**src/wdt_pkg.sv**
```systemverilog
package watchdog_pkg;

    // ----------------------------------------------------------------
    // Register offsets (byte addresses, one word each)
    // ----------------------------------------------------------------
    localparam logic [7:0] REG_CFG_OFS = 8'h00;
    localparam logic [7:0] REG_RC_OFS = 8'h04;
    localparam logic [7:0] REG_CMD_OFS = 8'h08;
    localparam logic [7:0] REG_STAT_OFS = 8'h0c;

    // ----------------------------------------------------------------
    // Watchdog configuration word fields
    // ----------------------------------------------------------------
    localparam int CFG_W = 10;
    localparam int CFG_POST_LSB = 0;
    localparam int CFG_PRE_BIT = 4;
    localparam int CFG_WIN_OFF_BIT = 6;
    localparam int CFG_HWON_BIT = 7;
    localparam int CFG_WIN_LSB = 8;
    localparam logic [CFG_W-1:0] CFG_RST = 10'h35f;

    // ----------------------------------------------------------------
    // Reset control register fields
    // ----------------------------------------------------------------
    localparam int RC_IDLE_BIT = 2;
    localparam int RC_SLEEP_BIT = 3;
    localparam int RC_TO_BIT = 4;
    localparam int RC_SWEN_BIT = 5;
    localparam logic RC_SWEN_RST = 1'b0;
    localparam logic RC_TO_RST = 1'b0;

    // ----------------------------------------------------------------
    // Command register bits
    // ----------------------------------------------------------------
    localparam int CMD_CLEAR_BIT = 0;
    localparam int CMD_SLEEP_BIT = 1;
    localparam int CMD_IDLE_BIT = 2;
    localparam int CMD_EXIT_BIT = 3;

    // ----------------------------------------------------------------
    // Status register fields
    // ----------------------------------------------------------------
    localparam int STAT_RUN_BIT = 0;
    localparam int STAT_WIN_BIT = 1;
    localparam int STAT_PS_LSB = 2;
    localparam int STAT_CNT_LSB = 16;

    // ----------------------------------------------------------------
    // Scaler figures
    // ----------------------------------------------------------------
    localparam int RC_OSC_NOM_HZ = 32000;
    localparam int CLK_HZ = 100000000;
    localparam logic [6:0] PRE_LAST_32 = 7'h1f;
    localparam logic [6:0] PRE_LAST_128 = 7'h7f;
    localparam int PRE_SHIFT_32 = 5;
    localparam int PRE_SHIFT_128 = 7;
    localparam int POST_W = 15;
    // Window closed part in eighths of the period
    localparam logic [2:0] WIN_CLOSE_25 = 3'h6;
    localparam logic [2:0] WIN_CLOSE_375 = 3'h5;
    localparam logic [2:0] WIN_CLOSE_50 = 3'h4;
    localparam logic [2:0] WIN_CLOSE_75 = 3'h2;

    typedef enum logic [1:0] {
        PS_RUN,
        PS_SLEEP,
        PS_IDLE
    } ps_e;

endpackage

```
**src/edge_sync.sv**
```systemverilog
`timescale 1ns/1ns
`default_nettype none
module edge_sync (
    input wire logic clk_i,
    input wire logic rst_i,
    input wire logic pin_i,
    output logic rise_o
);

    typedef struct packed {
        logic [2:0] sh;
        logic level;
        logic rise;
    } sync_s;

    sync_s st_r;
    sync_s st_nxt;

    always_comb begin
        st_nxt = st_r;
        st_nxt.sh = {st_r.sh[1:0], pin_i};
        st_nxt.rise = 1'b0;
        if (st_r.sh[1] == st_r.sh[2]) begin
            st_nxt.level = st_r.sh[2];
            st_nxt.rise = st_r.sh[2] & ~st_r.level;
        end
        if (rst_i) begin
            st_nxt = '0;
        end
    end

    always_ff @(posedge clk_i) begin
        st_r <= st_nxt;
    end

    assign rise_o = st_r.rise;

    AST_RISE_AGREED: assert property (@(posedge clk_i) disable iff (rst_i)
        rise_o |-> $past(st_r.sh[2]) && $past(st_r.sh[1]) && st_r.level)
        else $error("rc clock edge without agreeing stages");

endmodule
`default_nettype wire

```
**src/wdt_counter.sv**
```systemverilog
`timescale 1ns/1ns
`default_nettype none
module watchdog_counter
    import watchdog_pkg::*;
(
    input wire logic clk_i,
    input wire logic rst_i,
    input wire logic tick_i,
    input wire logic run_i,
    input wire logic clear_i,
    input wire logic pre_sel_i,
    input wire logic [3:0] post_sel_i,
    input wire logic [1:0] win_sel_i,
    output logic expire_o,
    output logic win_open_o,
    output logic [POST_W-1:0] post_cnt_o
);

    typedef struct packed {
        logic [6:0] pre;
        logic [POST_W-1:0] post;
    } cnt_s;

    cnt_s st_r;
    cnt_s st_nxt;
    logic [6:0] pre_last;
    logic [POST_W-1:0] post_last;
    logic [25:0] elapsed;
    logic [25:0] total;
    logic [2:0] close8;

    always_comb begin
        pre_last = pre_sel_i ? PRE_LAST_128 : PRE_LAST_32;
        post_last = POST_W'((16'h1 << post_sel_i) - 16'h1);
        case (win_sel_i)
            2'h3: close8 = WIN_CLOSE_25;
            2'h2: close8 = WIN_CLOSE_375;
            2'h1: close8 = WIN_CLOSE_50;
            default: close8 = WIN_CLOSE_75;
        endcase
        if (pre_sel_i) begin
            elapsed = (26'(st_r.post) << PRE_SHIFT_128) | 26'(st_r.pre);
            total = (26'(post_last) + 26'h1) << PRE_SHIFT_128;
        end else begin
            elapsed = (26'(st_r.post) << PRE_SHIFT_32) | 26'(st_r.pre);
            total = (26'(post_last) + 26'h1) << PRE_SHIFT_32;
        end
    end

    assign expire_o = run_i & tick_i & (st_r.pre == pre_last)
                      & (st_r.post == post_last);
    assign win_open_o = 26'(elapsed << 3) >= 26'(total * 26'(close8));
    assign post_cnt_o = st_r.post;

    always_comb begin
        st_nxt = st_r;
        if (rst_i || clear_i || !run_i) begin
            st_nxt = '0;
        end else if (tick_i) begin
            if (st_r.pre == pre_last) begin
                st_nxt.pre = 7'h00;
                st_nxt.post = (st_r.post == post_last) ? '0
                              : POST_W'(st_r.post + 1'b1);
            end else begin
                st_nxt.pre = 7'(st_r.pre + 1'b1);
            end
        end
    end

    always_ff @(posedge clk_i) begin
        st_r <= st_nxt;
    end

    AST_PRE_WRAP: assert property (@(posedge clk_i) disable iff (rst_i)
        run_i && tick_i && !clear_i && st_r.pre == pre_last
        |=> st_r.pre == 7'h00)
        else $error("prescaler did not wrap at its limit");

    AST_CLEAR_ZERO: assert property (@(posedge clk_i) disable iff (rst_i)
        clear_i |=> st_r.pre == 7'h00 && st_r.post == '0)
        else $error("scalers not cleared");

endmodule
`default_nettype wire

```
**src/windowed_watchdog_timer.sv**
```systemverilog
//
// Overview of operation
// Counter runs from the low power RC clock; enabling forces it on.
// The 32 kHz clock feeds a prescaler dividing by 32 or 128.
// A postscaler divides further by one of 16 ratios, 1:1 to 1:32768.
// Every device reset clears the counter, prescaler and postscaler.
// A completed clock switch clears the counter and both scalers.
// Entering Sleep or Idle clears the counter and both scalers.
// Leaving Sleep or Idle clears the counter and both scalers.
// The clear instruction in normal execution clears counter and scalers.
// An enabled watchdog keeps counting during Sleep and Idle.
// A time-out in Sleep or Idle wakes the core, no reset.
// Software clears the Sleep and Idle flags after wake-up.
// Hardware always-on bit set keeps the watchdog running regardless.
// With always-on clear, the software enable bit decides running.
// Every device reset clears the software enable bit.
// The time-out flag is sticky; only software clears it. The code also clears it on rst_i (RC_TO_RST).
// Window disable bit clear selects windowed mode.
// Window select picks 25, 37.5, 50 or 75 percent of the period.
// Prescale select one gives 1:128, zero gives 1:32.
// Postscale field is a power of two: 0000 is 1:1, 1111 1:32768.
// A time-out in normal execution resets the device, sets the flag.
// A windowed clear before the window opens resets the device.
//
`timescale 1ns/1ns
`default_nettype none
module windowed_watchdog_timer
    import watchdog_pkg::*;
#(
    parameter int ADR_W = 8
) (
    input wire logic clk_i,
    input wire logic rst_i,
    input wire logic low_power_rc_osc_i,
    input wire logic clk_switch_done_i,
    input wire logic wb_cyc_i,
    input wire logic wb_stb_i,
    input wire logic wb_we_i,
    input wire logic [ADR_W-1:0] wb_adr_i,
    input wire logic [3:0] wb_sel_i,
    input wire logic [31:0] wb_dat_i,
    output logic [31:0] wb_dat_o,
    output logic wb_ack_o,
    output logic device_reset_o,
    output logic wake_o,
    output logic low_power_rc_osc_en_o
);

    // ----------------------------------------------------------------
    // Elaboration checks
    // ----------------------------------------------------------------
    if (ADR_W < 4 || ADR_W > 8) begin : g_bad_adr
        $error("ADR_W must lie between 4 and 8");
    end
    if (CLK_HZ < 8 * RC_OSC_NOM_HZ) begin : g_bad_clk
        $error("system clock too slow to sample the RC clock");
    end

    // ----------------------------------------------------------------
    // State
    // ----------------------------------------------------------------
    typedef struct packed {
        ps_e ps;
        logic [CFG_W-1:0] cfg;
        logic sw_en;
        logic to_flag;
        logic sleep_f;
        logic idle_f;
        logic ack;
        logic [31:0] dat;
        logic dev_rst;
        logic wake;
        logic osc_en;
    } ctrl_s;

    ctrl_s st_r;
    ctrl_s st_nxt;

    logic tick;
    logic run;
    logic expire;
    logic win_open;
    logic [POST_W-1:0] post_cnt;
    logic windowed;
    logic acc;
    logic wr;
    logic hit_cfg;
    logic hit_rc;
    logic hit_cmd;
    logic hit_stat;
    logic cmd_wr;
    logic clr_req;
    logic slp_req;
    logic idle_req;
    logic exit_req;
    logic violation;
    logic wd_rst;
    logic wake_ev;
    logic cnt_clear;
    logic [31:0] rd_data;
    logic [31:0] wmask;
    logic [31:0] cfg_wr;
    logic [31:0] rc_cur;

    // ----------------------------------------------------------------
    // Submodules
    // ----------------------------------------------------------------
    edge_sync u_osc_sync (
        .clk_i(clk_i),
        .rst_i(rst_i),
        .pin_i(low_power_rc_osc_i),
        .rise_o(tick)
    );

    watchdog_counter u_counter (
        .clk_i(clk_i),
        .rst_i(rst_i),
        .tick_i(tick),
        .run_i(run),
        .clear_i(cnt_clear),
        .pre_sel_i(st_r.cfg[CFG_PRE_BIT]),
        .post_sel_i(st_r.cfg[CFG_POST_LSB+:4]),
        .win_sel_i(st_r.cfg[CFG_WIN_LSB+:2]),
        .expire_o(expire),
        .win_open_o(win_open),
        .post_cnt_o(post_cnt)
    );

    // ----------------------------------------------------------------
    // Bus decode and events
    // ----------------------------------------------------------------
    assign run = st_r.cfg[CFG_HWON_BIT] | st_r.sw_en;
    assign windowed = ~st_r.cfg[CFG_WIN_OFF_BIT];
    assign acc = wb_cyc_i & wb_stb_i;
    assign wr = acc & st_r.ack & wb_we_i;
    assign hit_cfg = wb_adr_i == ADR_W'(REG_CFG_OFS);
    assign hit_rc = wb_adr_i == ADR_W'(REG_RC_OFS);
    assign hit_cmd = wb_adr_i == ADR_W'(REG_CMD_OFS);
    assign hit_stat = wb_adr_i == ADR_W'(REG_STAT_OFS);
    assign cmd_wr = wr & hit_cmd & wb_sel_i[0];
    assign wmask = {{8{wb_sel_i[3]}}, {8{wb_sel_i[2]}},
                    {8{wb_sel_i[1]}}, {8{wb_sel_i[0]}}};
    assign cfg_wr = (32'(st_r.cfg) & ~wmask) | (wb_dat_i & wmask);

    assign clr_req = cmd_wr & wb_dat_i[CMD_CLEAR_BIT]
                     & (st_r.ps == PS_RUN);
    assign slp_req = cmd_wr & wb_dat_i[CMD_SLEEP_BIT]
                     & (st_r.ps == PS_RUN);
    assign idle_req = cmd_wr & wb_dat_i[CMD_IDLE_BIT]
                      & ~wb_dat_i[CMD_SLEEP_BIT] & (st_r.ps == PS_RUN);
    assign exit_req = cmd_wr & wb_dat_i[CMD_EXIT_BIT]
                      & (st_r.ps != PS_RUN);
    assign violation = clr_req & windowed & ~win_open;
    assign wd_rst = (expire & (st_r.ps == PS_RUN)) | violation;
    assign wake_ev = expire & (st_r.ps != PS_RUN);
    assign cnt_clear = wd_rst | wake_ev | clr_req | slp_req | idle_req
                       | exit_req | clk_switch_done_i;

    always_comb begin
        rc_cur = '0;
        rc_cur[RC_IDLE_BIT] = st_r.idle_f;
        rc_cur[RC_SLEEP_BIT] = st_r.sleep_f;
        rc_cur[RC_TO_BIT] = st_r.to_flag;
        rc_cur[RC_SWEN_BIT] = st_r.sw_en;
        rd_data = '0;
        if (hit_cfg) begin
            rd_data = 32'(st_r.cfg);
        end else if (hit_rc) begin
            rd_data = rc_cur;
        end else if (hit_stat) begin
            rd_data[STAT_RUN_BIT] = run;
            rd_data[STAT_WIN_BIT] = win_open;
            rd_data[STAT_PS_LSB+:2] = st_r.ps;
            rd_data[STAT_CNT_LSB+:POST_W] = post_cnt;
        end
    end

    // ----------------------------------------------------------------
    // Next state
    // ----------------------------------------------------------------
    always_comb begin
        st_nxt = st_r;
        st_nxt.ack = 1'b0;
        st_nxt.dev_rst = 1'b0;
        st_nxt.wake = 1'b0;
        st_nxt.osc_en = run;
        if (acc && !st_r.ack) begin
            st_nxt.ack = 1'b1;
            st_nxt.dat = rd_data;
        end
        if (wr && hit_cfg) begin
            st_nxt.cfg = cfg_wr[CFG_W-1:0];
        end
        if (wr && hit_rc && wb_sel_i[0]) begin
            st_nxt.idle_f = wb_dat_i[RC_IDLE_BIT];
            st_nxt.sleep_f = wb_dat_i[RC_SLEEP_BIT];
            st_nxt.to_flag = wb_dat_i[RC_TO_BIT];
            st_nxt.sw_en = wb_dat_i[RC_SWEN_BIT];
        end
        case (st_r.ps)
            PS_RUN: begin
                if (slp_req) begin
                    st_nxt.ps = PS_SLEEP;
                    st_nxt.sleep_f = 1'b1;
                end else if (idle_req) begin
                    st_nxt.ps = PS_IDLE;
                    st_nxt.idle_f = 1'b1;
                end
            end
            PS_SLEEP, PS_IDLE: begin
                if (exit_req || wake_ev) begin
                    st_nxt.ps = PS_RUN;
                end
                if (wake_ev) begin
                    st_nxt.wake = 1'b1;
                    st_nxt.to_flag = 1'b1;
                end
            end
            default: begin
                st_nxt.ps = PS_RUN;
            end
        endcase
        if (wd_rst) begin
            st_nxt.dev_rst = 1'b1;
            st_nxt.to_flag = 1'b1;
            st_nxt.sw_en = RC_SWEN_RST;
            st_nxt.ps = PS_RUN;
        end
        if (rst_i) begin
            st_nxt = '0;
            st_nxt.ps = PS_RUN;
            st_nxt.cfg = CFG_RST;
            st_nxt.sw_en = RC_SWEN_RST;
            st_nxt.to_flag = RC_TO_RST;
        end
    end

    always_ff @(posedge clk_i) begin
        st_r <= st_nxt;
    end

    assign wb_dat_o = st_r.dat;
    assign wb_ack_o = st_r.ack;
    assign device_reset_o = st_r.dev_rst;
    assign wake_o = st_r.wake;
    assign low_power_rc_osc_en_o = st_r.osc_en;

    // ----------------------------------------------------------------
    // Assertions
    // ----------------------------------------------------------------
    AST_OSC_FORCED: assert property (@(posedge clk_i)
        !rst_i ##1 !rst_i |-> low_power_rc_osc_en_o == $past(run))
        else $error("rc oscillator enable does not follow watchdog enable");

    AST_HW_ON: assert property (@(posedge clk_i) disable iff (rst_i)
        st_r.cfg[CFG_HWON_BIT] && $past(st_r.cfg[CFG_HWON_BIT])
        |-> run && low_power_rc_osc_en_o)
        else $error("always-on watchdog not running");

    AST_SW_RST: assert property (@(posedge clk_i)
        rst_i || wd_rst |=> !st_r.sw_en)
        else $error("software enable survived a reset");

    AST_TO_STICKY: assert property (@(posedge clk_i) disable iff (rst_i)
        st_r.to_flag && !(wr && hit_rc && wb_sel_i[0]) |=> st_r.to_flag)
        else $error("time-out flag cleared without software");

    AST_WAKE: assert property (@(posedge clk_i) disable iff (rst_i)
        wake_ev |=> wake_o && !device_reset_o && st_r.ps == PS_RUN
        ##1 !wake_o)
        else $error("sleep time-out did not give a wake pulse");

    AST_TO_RESET: assert property (@(posedge clk_i) disable iff (rst_i)
        expire && st_r.ps == PS_RUN |=> device_reset_o && st_r.to_flag)
        else $error("run time-out did not reset the device");

    AST_VIOLATION: assert property (@(posedge clk_i) disable iff (rst_i)
        clr_req && windowed && !win_open |=> device_reset_o)
        else $error("early windowed clear not punished");

    AST_OPEN_CLEAR: assert property (@(posedge clk_i) disable iff (rst_i)
        clr_req && (!windowed || win_open) |=> !device_reset_o
        && post_cnt == '0)
        else $error("clear instruction did not restart the count");

    AST_SWITCH_CLR: assert property (@(posedge clk_i) disable iff (rst_i)
        clk_switch_done_i |=> post_cnt == '0)
        else $error("clock switch did not clear the watchdog");

    AST_SLEEP_ENTRY: assert property (@(posedge clk_i) disable iff (rst_i)
        slp_req && !wd_rst |=> st_r.ps == PS_SLEEP && st_r.sleep_f
        && post_cnt == '0)
        else $error("sleep entry did not clear the watchdog");

    AST_ACK_ONE: assert property (@(posedge clk_i) disable iff (rst_i)
        wb_ack_o |=> !wb_ack_o)
        else $error("bus ack held for two cycles");

endmodule
`default_nettype wire

```
**config.mk**
```make
export PLATFORM = sky130hd
export DESIGN_NAME = windowed_watchdog_timer
export DESIGN_NICKNAME = d
export VERILOG_FILES = /design/src/wdt_pkg.sv /design/src/edge_sync.sv /design/src/wdt_counter.sv /design/src/windowed_watchdog_timer.sv
export SDC_FILE = /design/constraint.sdc
export NUM_CORES = 1
export LEC_CHECK = 0
export BUFFER_PORTS_ARGS = -buffer_cell sky130_fd_sc_hd__buf_2
export CAP_MARGIN = 10
export CORE_ASPECT_RATIO = 1.4
export CORE_MARGIN = 1.5
export CORE_UTILIZATION = 65
export DETAILED_ROUTE_END_ITERATION = 7
export GPL_TIMING_DRIVEN = 0
export PLACE_DENSITY = 0.88
export SLEW_MARGIN = 15
export SYNTH_ARGS = -nofsm -noshare
export SYNTH_HDL_FRONTEND = slang
export SYNTH_HIERARCHICAL = 1
export SYNTH_SLANG_ARGS = --single-unit
```
**constraint.sdc**
```tcl
create_clock -name clk_i -period 15.85 [get_ports clk_i]
set_input_delay 0 -clock clk_i [delete_from_list [all_inputs] [get_ports clk_i]]
set_output_delay 0 -clock clk_i [all_outputs]
set_load 0.005 [all_outputs]
```
# [Word-level counts from Yosys, hierarchy flattened]
# Index checks and enable logic that the tools add are counted.
[op_classes] bitwise=42 order_cmp=1 n_eq_ne=13 add_sub_neg=4 reduce_logical=18 mul=1 mux=27 n_shift=1
[ops] cell="2-to-1 mux 15 bit" count=3
[ops] cell="2-to-1 mux 33 bit" count=1
[ops] cell="2-to-1 mux 31 bit" count=1
[ops] cell=">= comparator 26 bit" count=1
[ops] cell="multiplier 26 x 3 -> 26 bit" count=1
[ops] cell="2-to-1 mux 26 bit" count=1
[ops] cell="2-to-1 mux 23 bit" count=1
[ops] cell="bitwise AND 1 bit" count=22
[ops] cell="bitwise OR 22 x 7 -> 22 bit" count=1
[ops] cell="bitwise AND 10 bit" count=2
[ops] cell="bitwise OR 20 x 7 -> 20 bit" count=1
[ops] cell="adder 15 x 1 -> 16 bit (second input constant)" count=1
[ops] cell="equality test 8 x 4 -> 1 bit (second input constant)" count=2
[ops] cell="adder 15 x 1 -> 15 bit (second input constant)" count=1
[ops] cell="equality test 15 bit" count=1
[ops] cell="left shift 1 x 4 -> 15 bit (first input constant)" count=1
[ops] cell="subtractor 15 x 1 -> 15 bit (second input constant)" count=1
[ops] cell="2-to-1 mux 7 bit" count=2
[ops] cell="2-to-1 mux 2 bit" count=5
[ops] cell="NOT 10 bit" count=1
[ops] cell="bitwise OR 10 bit" count=1
[ops] cell="one-hot mux 3 bit (3 select lines)" count=1
[ops] cell="equality test 8 x 3 -> 1 bit (second input constant)" count=1
[ops] cell="logical NOT 8 bit" count=1
[ops] cell="other kinds (20)" count=53
[totals] inputBits=51 out_inout_bits=36 reg_bits=79

# [Logic depth before layout (Yosys ltp)]
[depth] ltp_word=18 ltp_mapped=32 mapped_depth_nobuf=29

# [By module]
# The synthesis kept the hierarchy.
[by_module_without_submodules] module="watchdog_counter" instances=1 seq_area_each_um2=440.4 cells_each=627 area_each_um2=4619.4
[by_module_without_submodules] module="windowed_watchdog_timer" instances=1 seq_area_each_um2=900.9 cells_each=244 area_each_um2=2234.6
[by_module_without_submodules] module="edge_sync" instances=1 seq_area_each_um2=100.1 cells_each=12 area_each_um2=148.9

# [Worst setup path after synthesis]
# Ideal clock, no wire load.
[synth_path] kind="register to register" startpoint="register with a tool-made name" endpoint="register st_r, in the netlist device_reset_o" arrival_time_ns=6.371 path_buffers=2 setup_ns=0.116 path_slack_ns=9.363 path_stages_with_launch=30 cell_sequence="dfxtp_1 -> or3_4 -> nor2_1 -> inv_1 -> ha_1 -> buf_2 -> buf_1 -> mux2_2 -> and3_1 -> a311oi_1 -> a31oi_1 -> or2_2 -> fa_1 -> inv_1 -> ha_1 -> nand2_1 -> nor2_1 -> a211oi_1 -> o31a_1 -> o21ai_0 -> xnor2_1 -> ha_1 -> nand4_1 -> or2_2 -> a211oi_1 -> nor3_1 -> a2111oi_0 -> nor3b_1 -> a41o_1 -> and3_1"
[synth_lines] item="to (signal assigned)" line="windowed_watchdog_timer.sv:239" source="st_r <= st_nxt;"
[synth_lines] item="to (decl)" line="windowed_watchdog_timer.sv:76" source="ctrl_s st_r;"

==> impl_metrics.yaml <==
outcome:
  status: "finished, final reports clean"
placement:
  preCtsSetupSlack_ps: 7880
  io_buffers: 55
  place_hpwl_mm: 14.9
  gp_congestion: 1.01
logic_synthesis:
  synth_cell_type_count: 79
  ys_ff_latch: 72
  synth_edf_count: 0
  synthMuxAreaShare: 0.0434
  synth_area_leaders: "dfxtp_1 21%, ha_1 8.8%, buf_4 5.6%"
  synth_most_common_cell: "nor2_1"
  synth_compound_area_frac: 0.178
  syn_area_um2: 7000
  synthCells: 883
  ys_warn_count: 6
  yosysSeqAreaShare: 0.206
  synth-simple-area-share: 0.258
  ys_top_cells_by_count: "73 x nor2_1, 72 x dfxtp_1, 61 x nand2_1"
  synth.top_cell.area_share: 0.206
  yosys.area_share.xor_xnor: 0.0625
  avgSynthCellArea_um2: 7.93
  synth_adder_area_share: 0.136
  ys.flop_type: "dfxtp_1"
  synth_top_family_by_area: "simple AND/OR/NAND/NOR gates"
  yosys.area.top_type: "dfxtp_1"
  async_reset_ff_frac: 0
pwr:
  combPwrFrac: 0.059
  powerDensity_nw_per_um2: 54.9
  intPower_mw: 0.344
  clkPwrFrac: 0.523
  p_sw_mw: 0.0928
  p_leak_nw: 3.62
  vdd_drop_max_v: 0.0000460
  p_seq_frac: 0.419
  p_sw_frac: 0.212
floorplanning:
  num_io_pins: 87
  num_rows: 44
  die_y_um: 126
  die_width_um: 90.7
  die_area_um2: 11400
  core-area_um2: 10400
  initial_core_util: 0.673
timing:
  fin_ws_ps: 7650
  worst_pin_slew_ps: 640
  slew_headroom: 0.571
  setup-tns-final_ps: 0
  hold_viol: 0
  fmax_mhz: 122
  finalCritPeriodShare: 0.517
  rsz0062_at_grt: "no"
  setup_viol: 0
  holdWs_ps: 94.3
  drv_slew: 0
  finalClockSkew_ps: 6.52
  period_minus_slack_ps: 8200
global_routing:
  grt_max_degree: 13
  grt_pass1_vias: 6627
  grt_pass1_wl_mm: 31.7
  overflow: 0
  antenna_found_initial: 0
  grt_usage: 0.345
job:
  cap_viol_max_count: 0
setup_path:
  max_stage_delay_ps: 500
  cp_max_fo: 10
  endpoint_kind: "register"
  path_class: "register to register"
  arrival_ps: 8420
  critPathLaunchType: "register"
  cpMostUsedCell: "ha_1"
  worstPathRequired_ps: 16080
  cp_slowest_cell: "a211oi_1"
routing:
  viasPerCell: 6.13
  wl_per_cell_um: 17.6
  wl_mm: 19.6
  drc: 0
  drtIter0Drc: 413
  via_count: 6821
  drt_first_pass_iters: 6
  antenna_left: 0
cts:
  cts_sinks: 72
  clk_pin_slew_worst_paths_ps: 60
  clock-root-buffer: "clkbuf_16"
  cts_buffer_depth: 2
  numCtsBuffers: 9
  clk_latency_ps: 340
  tritoncts: "built"
  htreeDepth: 3
  cts_setup_buffers: 0
finish:
  drive_gt1_frac: 0.187
  area_delta_synth_final_pct: 13.6
  antennaDiodeCount: 0
  nets: 1086
  fill_cells: 764
hold_path:
  hold_path.class: "input pin to register"
==> cells by family (layout without fill, tap and decap cells) <==
kind of cell               Yosys count  after routing
adders and majority gates           66             66
buffers and inverters              152            237
DFF                                 72             72
other                                1              7
AOI/OAI and AO/OA                  184            184
and+or+nand+nor                    329            329
muxes                               29             29
xor gates and xnor gates            50             50
==> area by class of cell <==
type	instances	area (um2)	share of cell area
clock buffers	12	267	0.0335
inverters	58	218	0.0274
repair buffers	69	415	0.0522
plain buffers	94	591	0.0742
clock inverters	4	75.1	0.00944
flip-flops and latches	72	1440	0.181
multi-input cells	665	4780	0.600
well taps	138	173	0.0217
==> worst paths after layout <==
path              cells past startpoint                          start                             to  slack, ps
setup / recovery                     29                       register      device_reset_o$_SDFF_PP0_       7650
hold / removal                        4                    wb_sel_i[1]                       register         90
setup reg to reg                     29                       register      device_reset_o$_SDFF_PP0_       7650
hold reg to reg                       1  u_osc_sync/st_r[2]$_SDFF_PP0_  u_osc_sync/st_r[3]$_SDFF_PP0_        460
==> power by group through the flow <==
stage	combinational, mW	sequential, mW	clock, mW
5_1_grt	0.0278	0.183	0.236
2_1_floorplan	0.0138	0.187	0
4_1_cts	0.0248	0.183	0.227
3_5_place_dp	0.0221	0.187	0
3_3_place_gp	0.0217	0.187	0
6_report	0.0256	0.183	0.229
==> layer usage <==
| metal | wire, um | GRT usage |
|---|---|---|
| met3 | 912 | 0.0332 |
| met1 | 7480 | 0.372 |
| met5 | 0 | 0 |
| met4 | 1200 | 0.239 |
| met2 | 9980 | 0.627 |
==> cells in the final DEF (no fill, tap or decap), types with 19 or more instances in the layout <==
| cell type | count |
|---|---|
| buf_4 | 52 |
| o21ai_0 | 37 |
| inv_1 | 58 |
| nand2_1 | 61 |
| a21oi_1 | 35 |
| or2_2 | 19 |
| nor3_1 | 33 |
| nand3_1 | 22 |
| nor2_1 | 73 |
| xnor2_1 | 32 |
| ha_1 | 49 |
| buf_2 | 59 |
| a22oi_1 | 23 |
| clkbuf_1 | 30 |
| dfxtp_1 | 72 |
==> stage by stage <==
step	std cells	util	cell area, um2	total power [mW]
2_1_floorplan	889	-	7030	0.200
3_3_place_gp	1082	0.718	7470	0.208
3_5_place_dp	1083	0.719	7480	0.209
4_1_cts	1112	0.765	7960	0.435
5_1_grt	1112	0.765	7960	0.446
6_report	1112	0.765	7960	0.437
==> worst max-delay path, delay by kind of cell (launching register included) <==
kind / cells / cell delay, ps
compound gates: 8 / 2500
xor+xnor: 1 / 140
fa+ha+maj: 4 / 1470
buf+inv: 5 / 1040
flops: 1 / 380
mux: 1 / 370
simple gates: 10 / 2160
==> what timing repair did <==
item                                   CTS  global route
hold buffers                            13             0
gates resized for setup                  0             0
setup endpoints to repair                0             0
endpoints found under the hold margin   16             0
No activity file was read; power rests on OpenSTA's default activity.
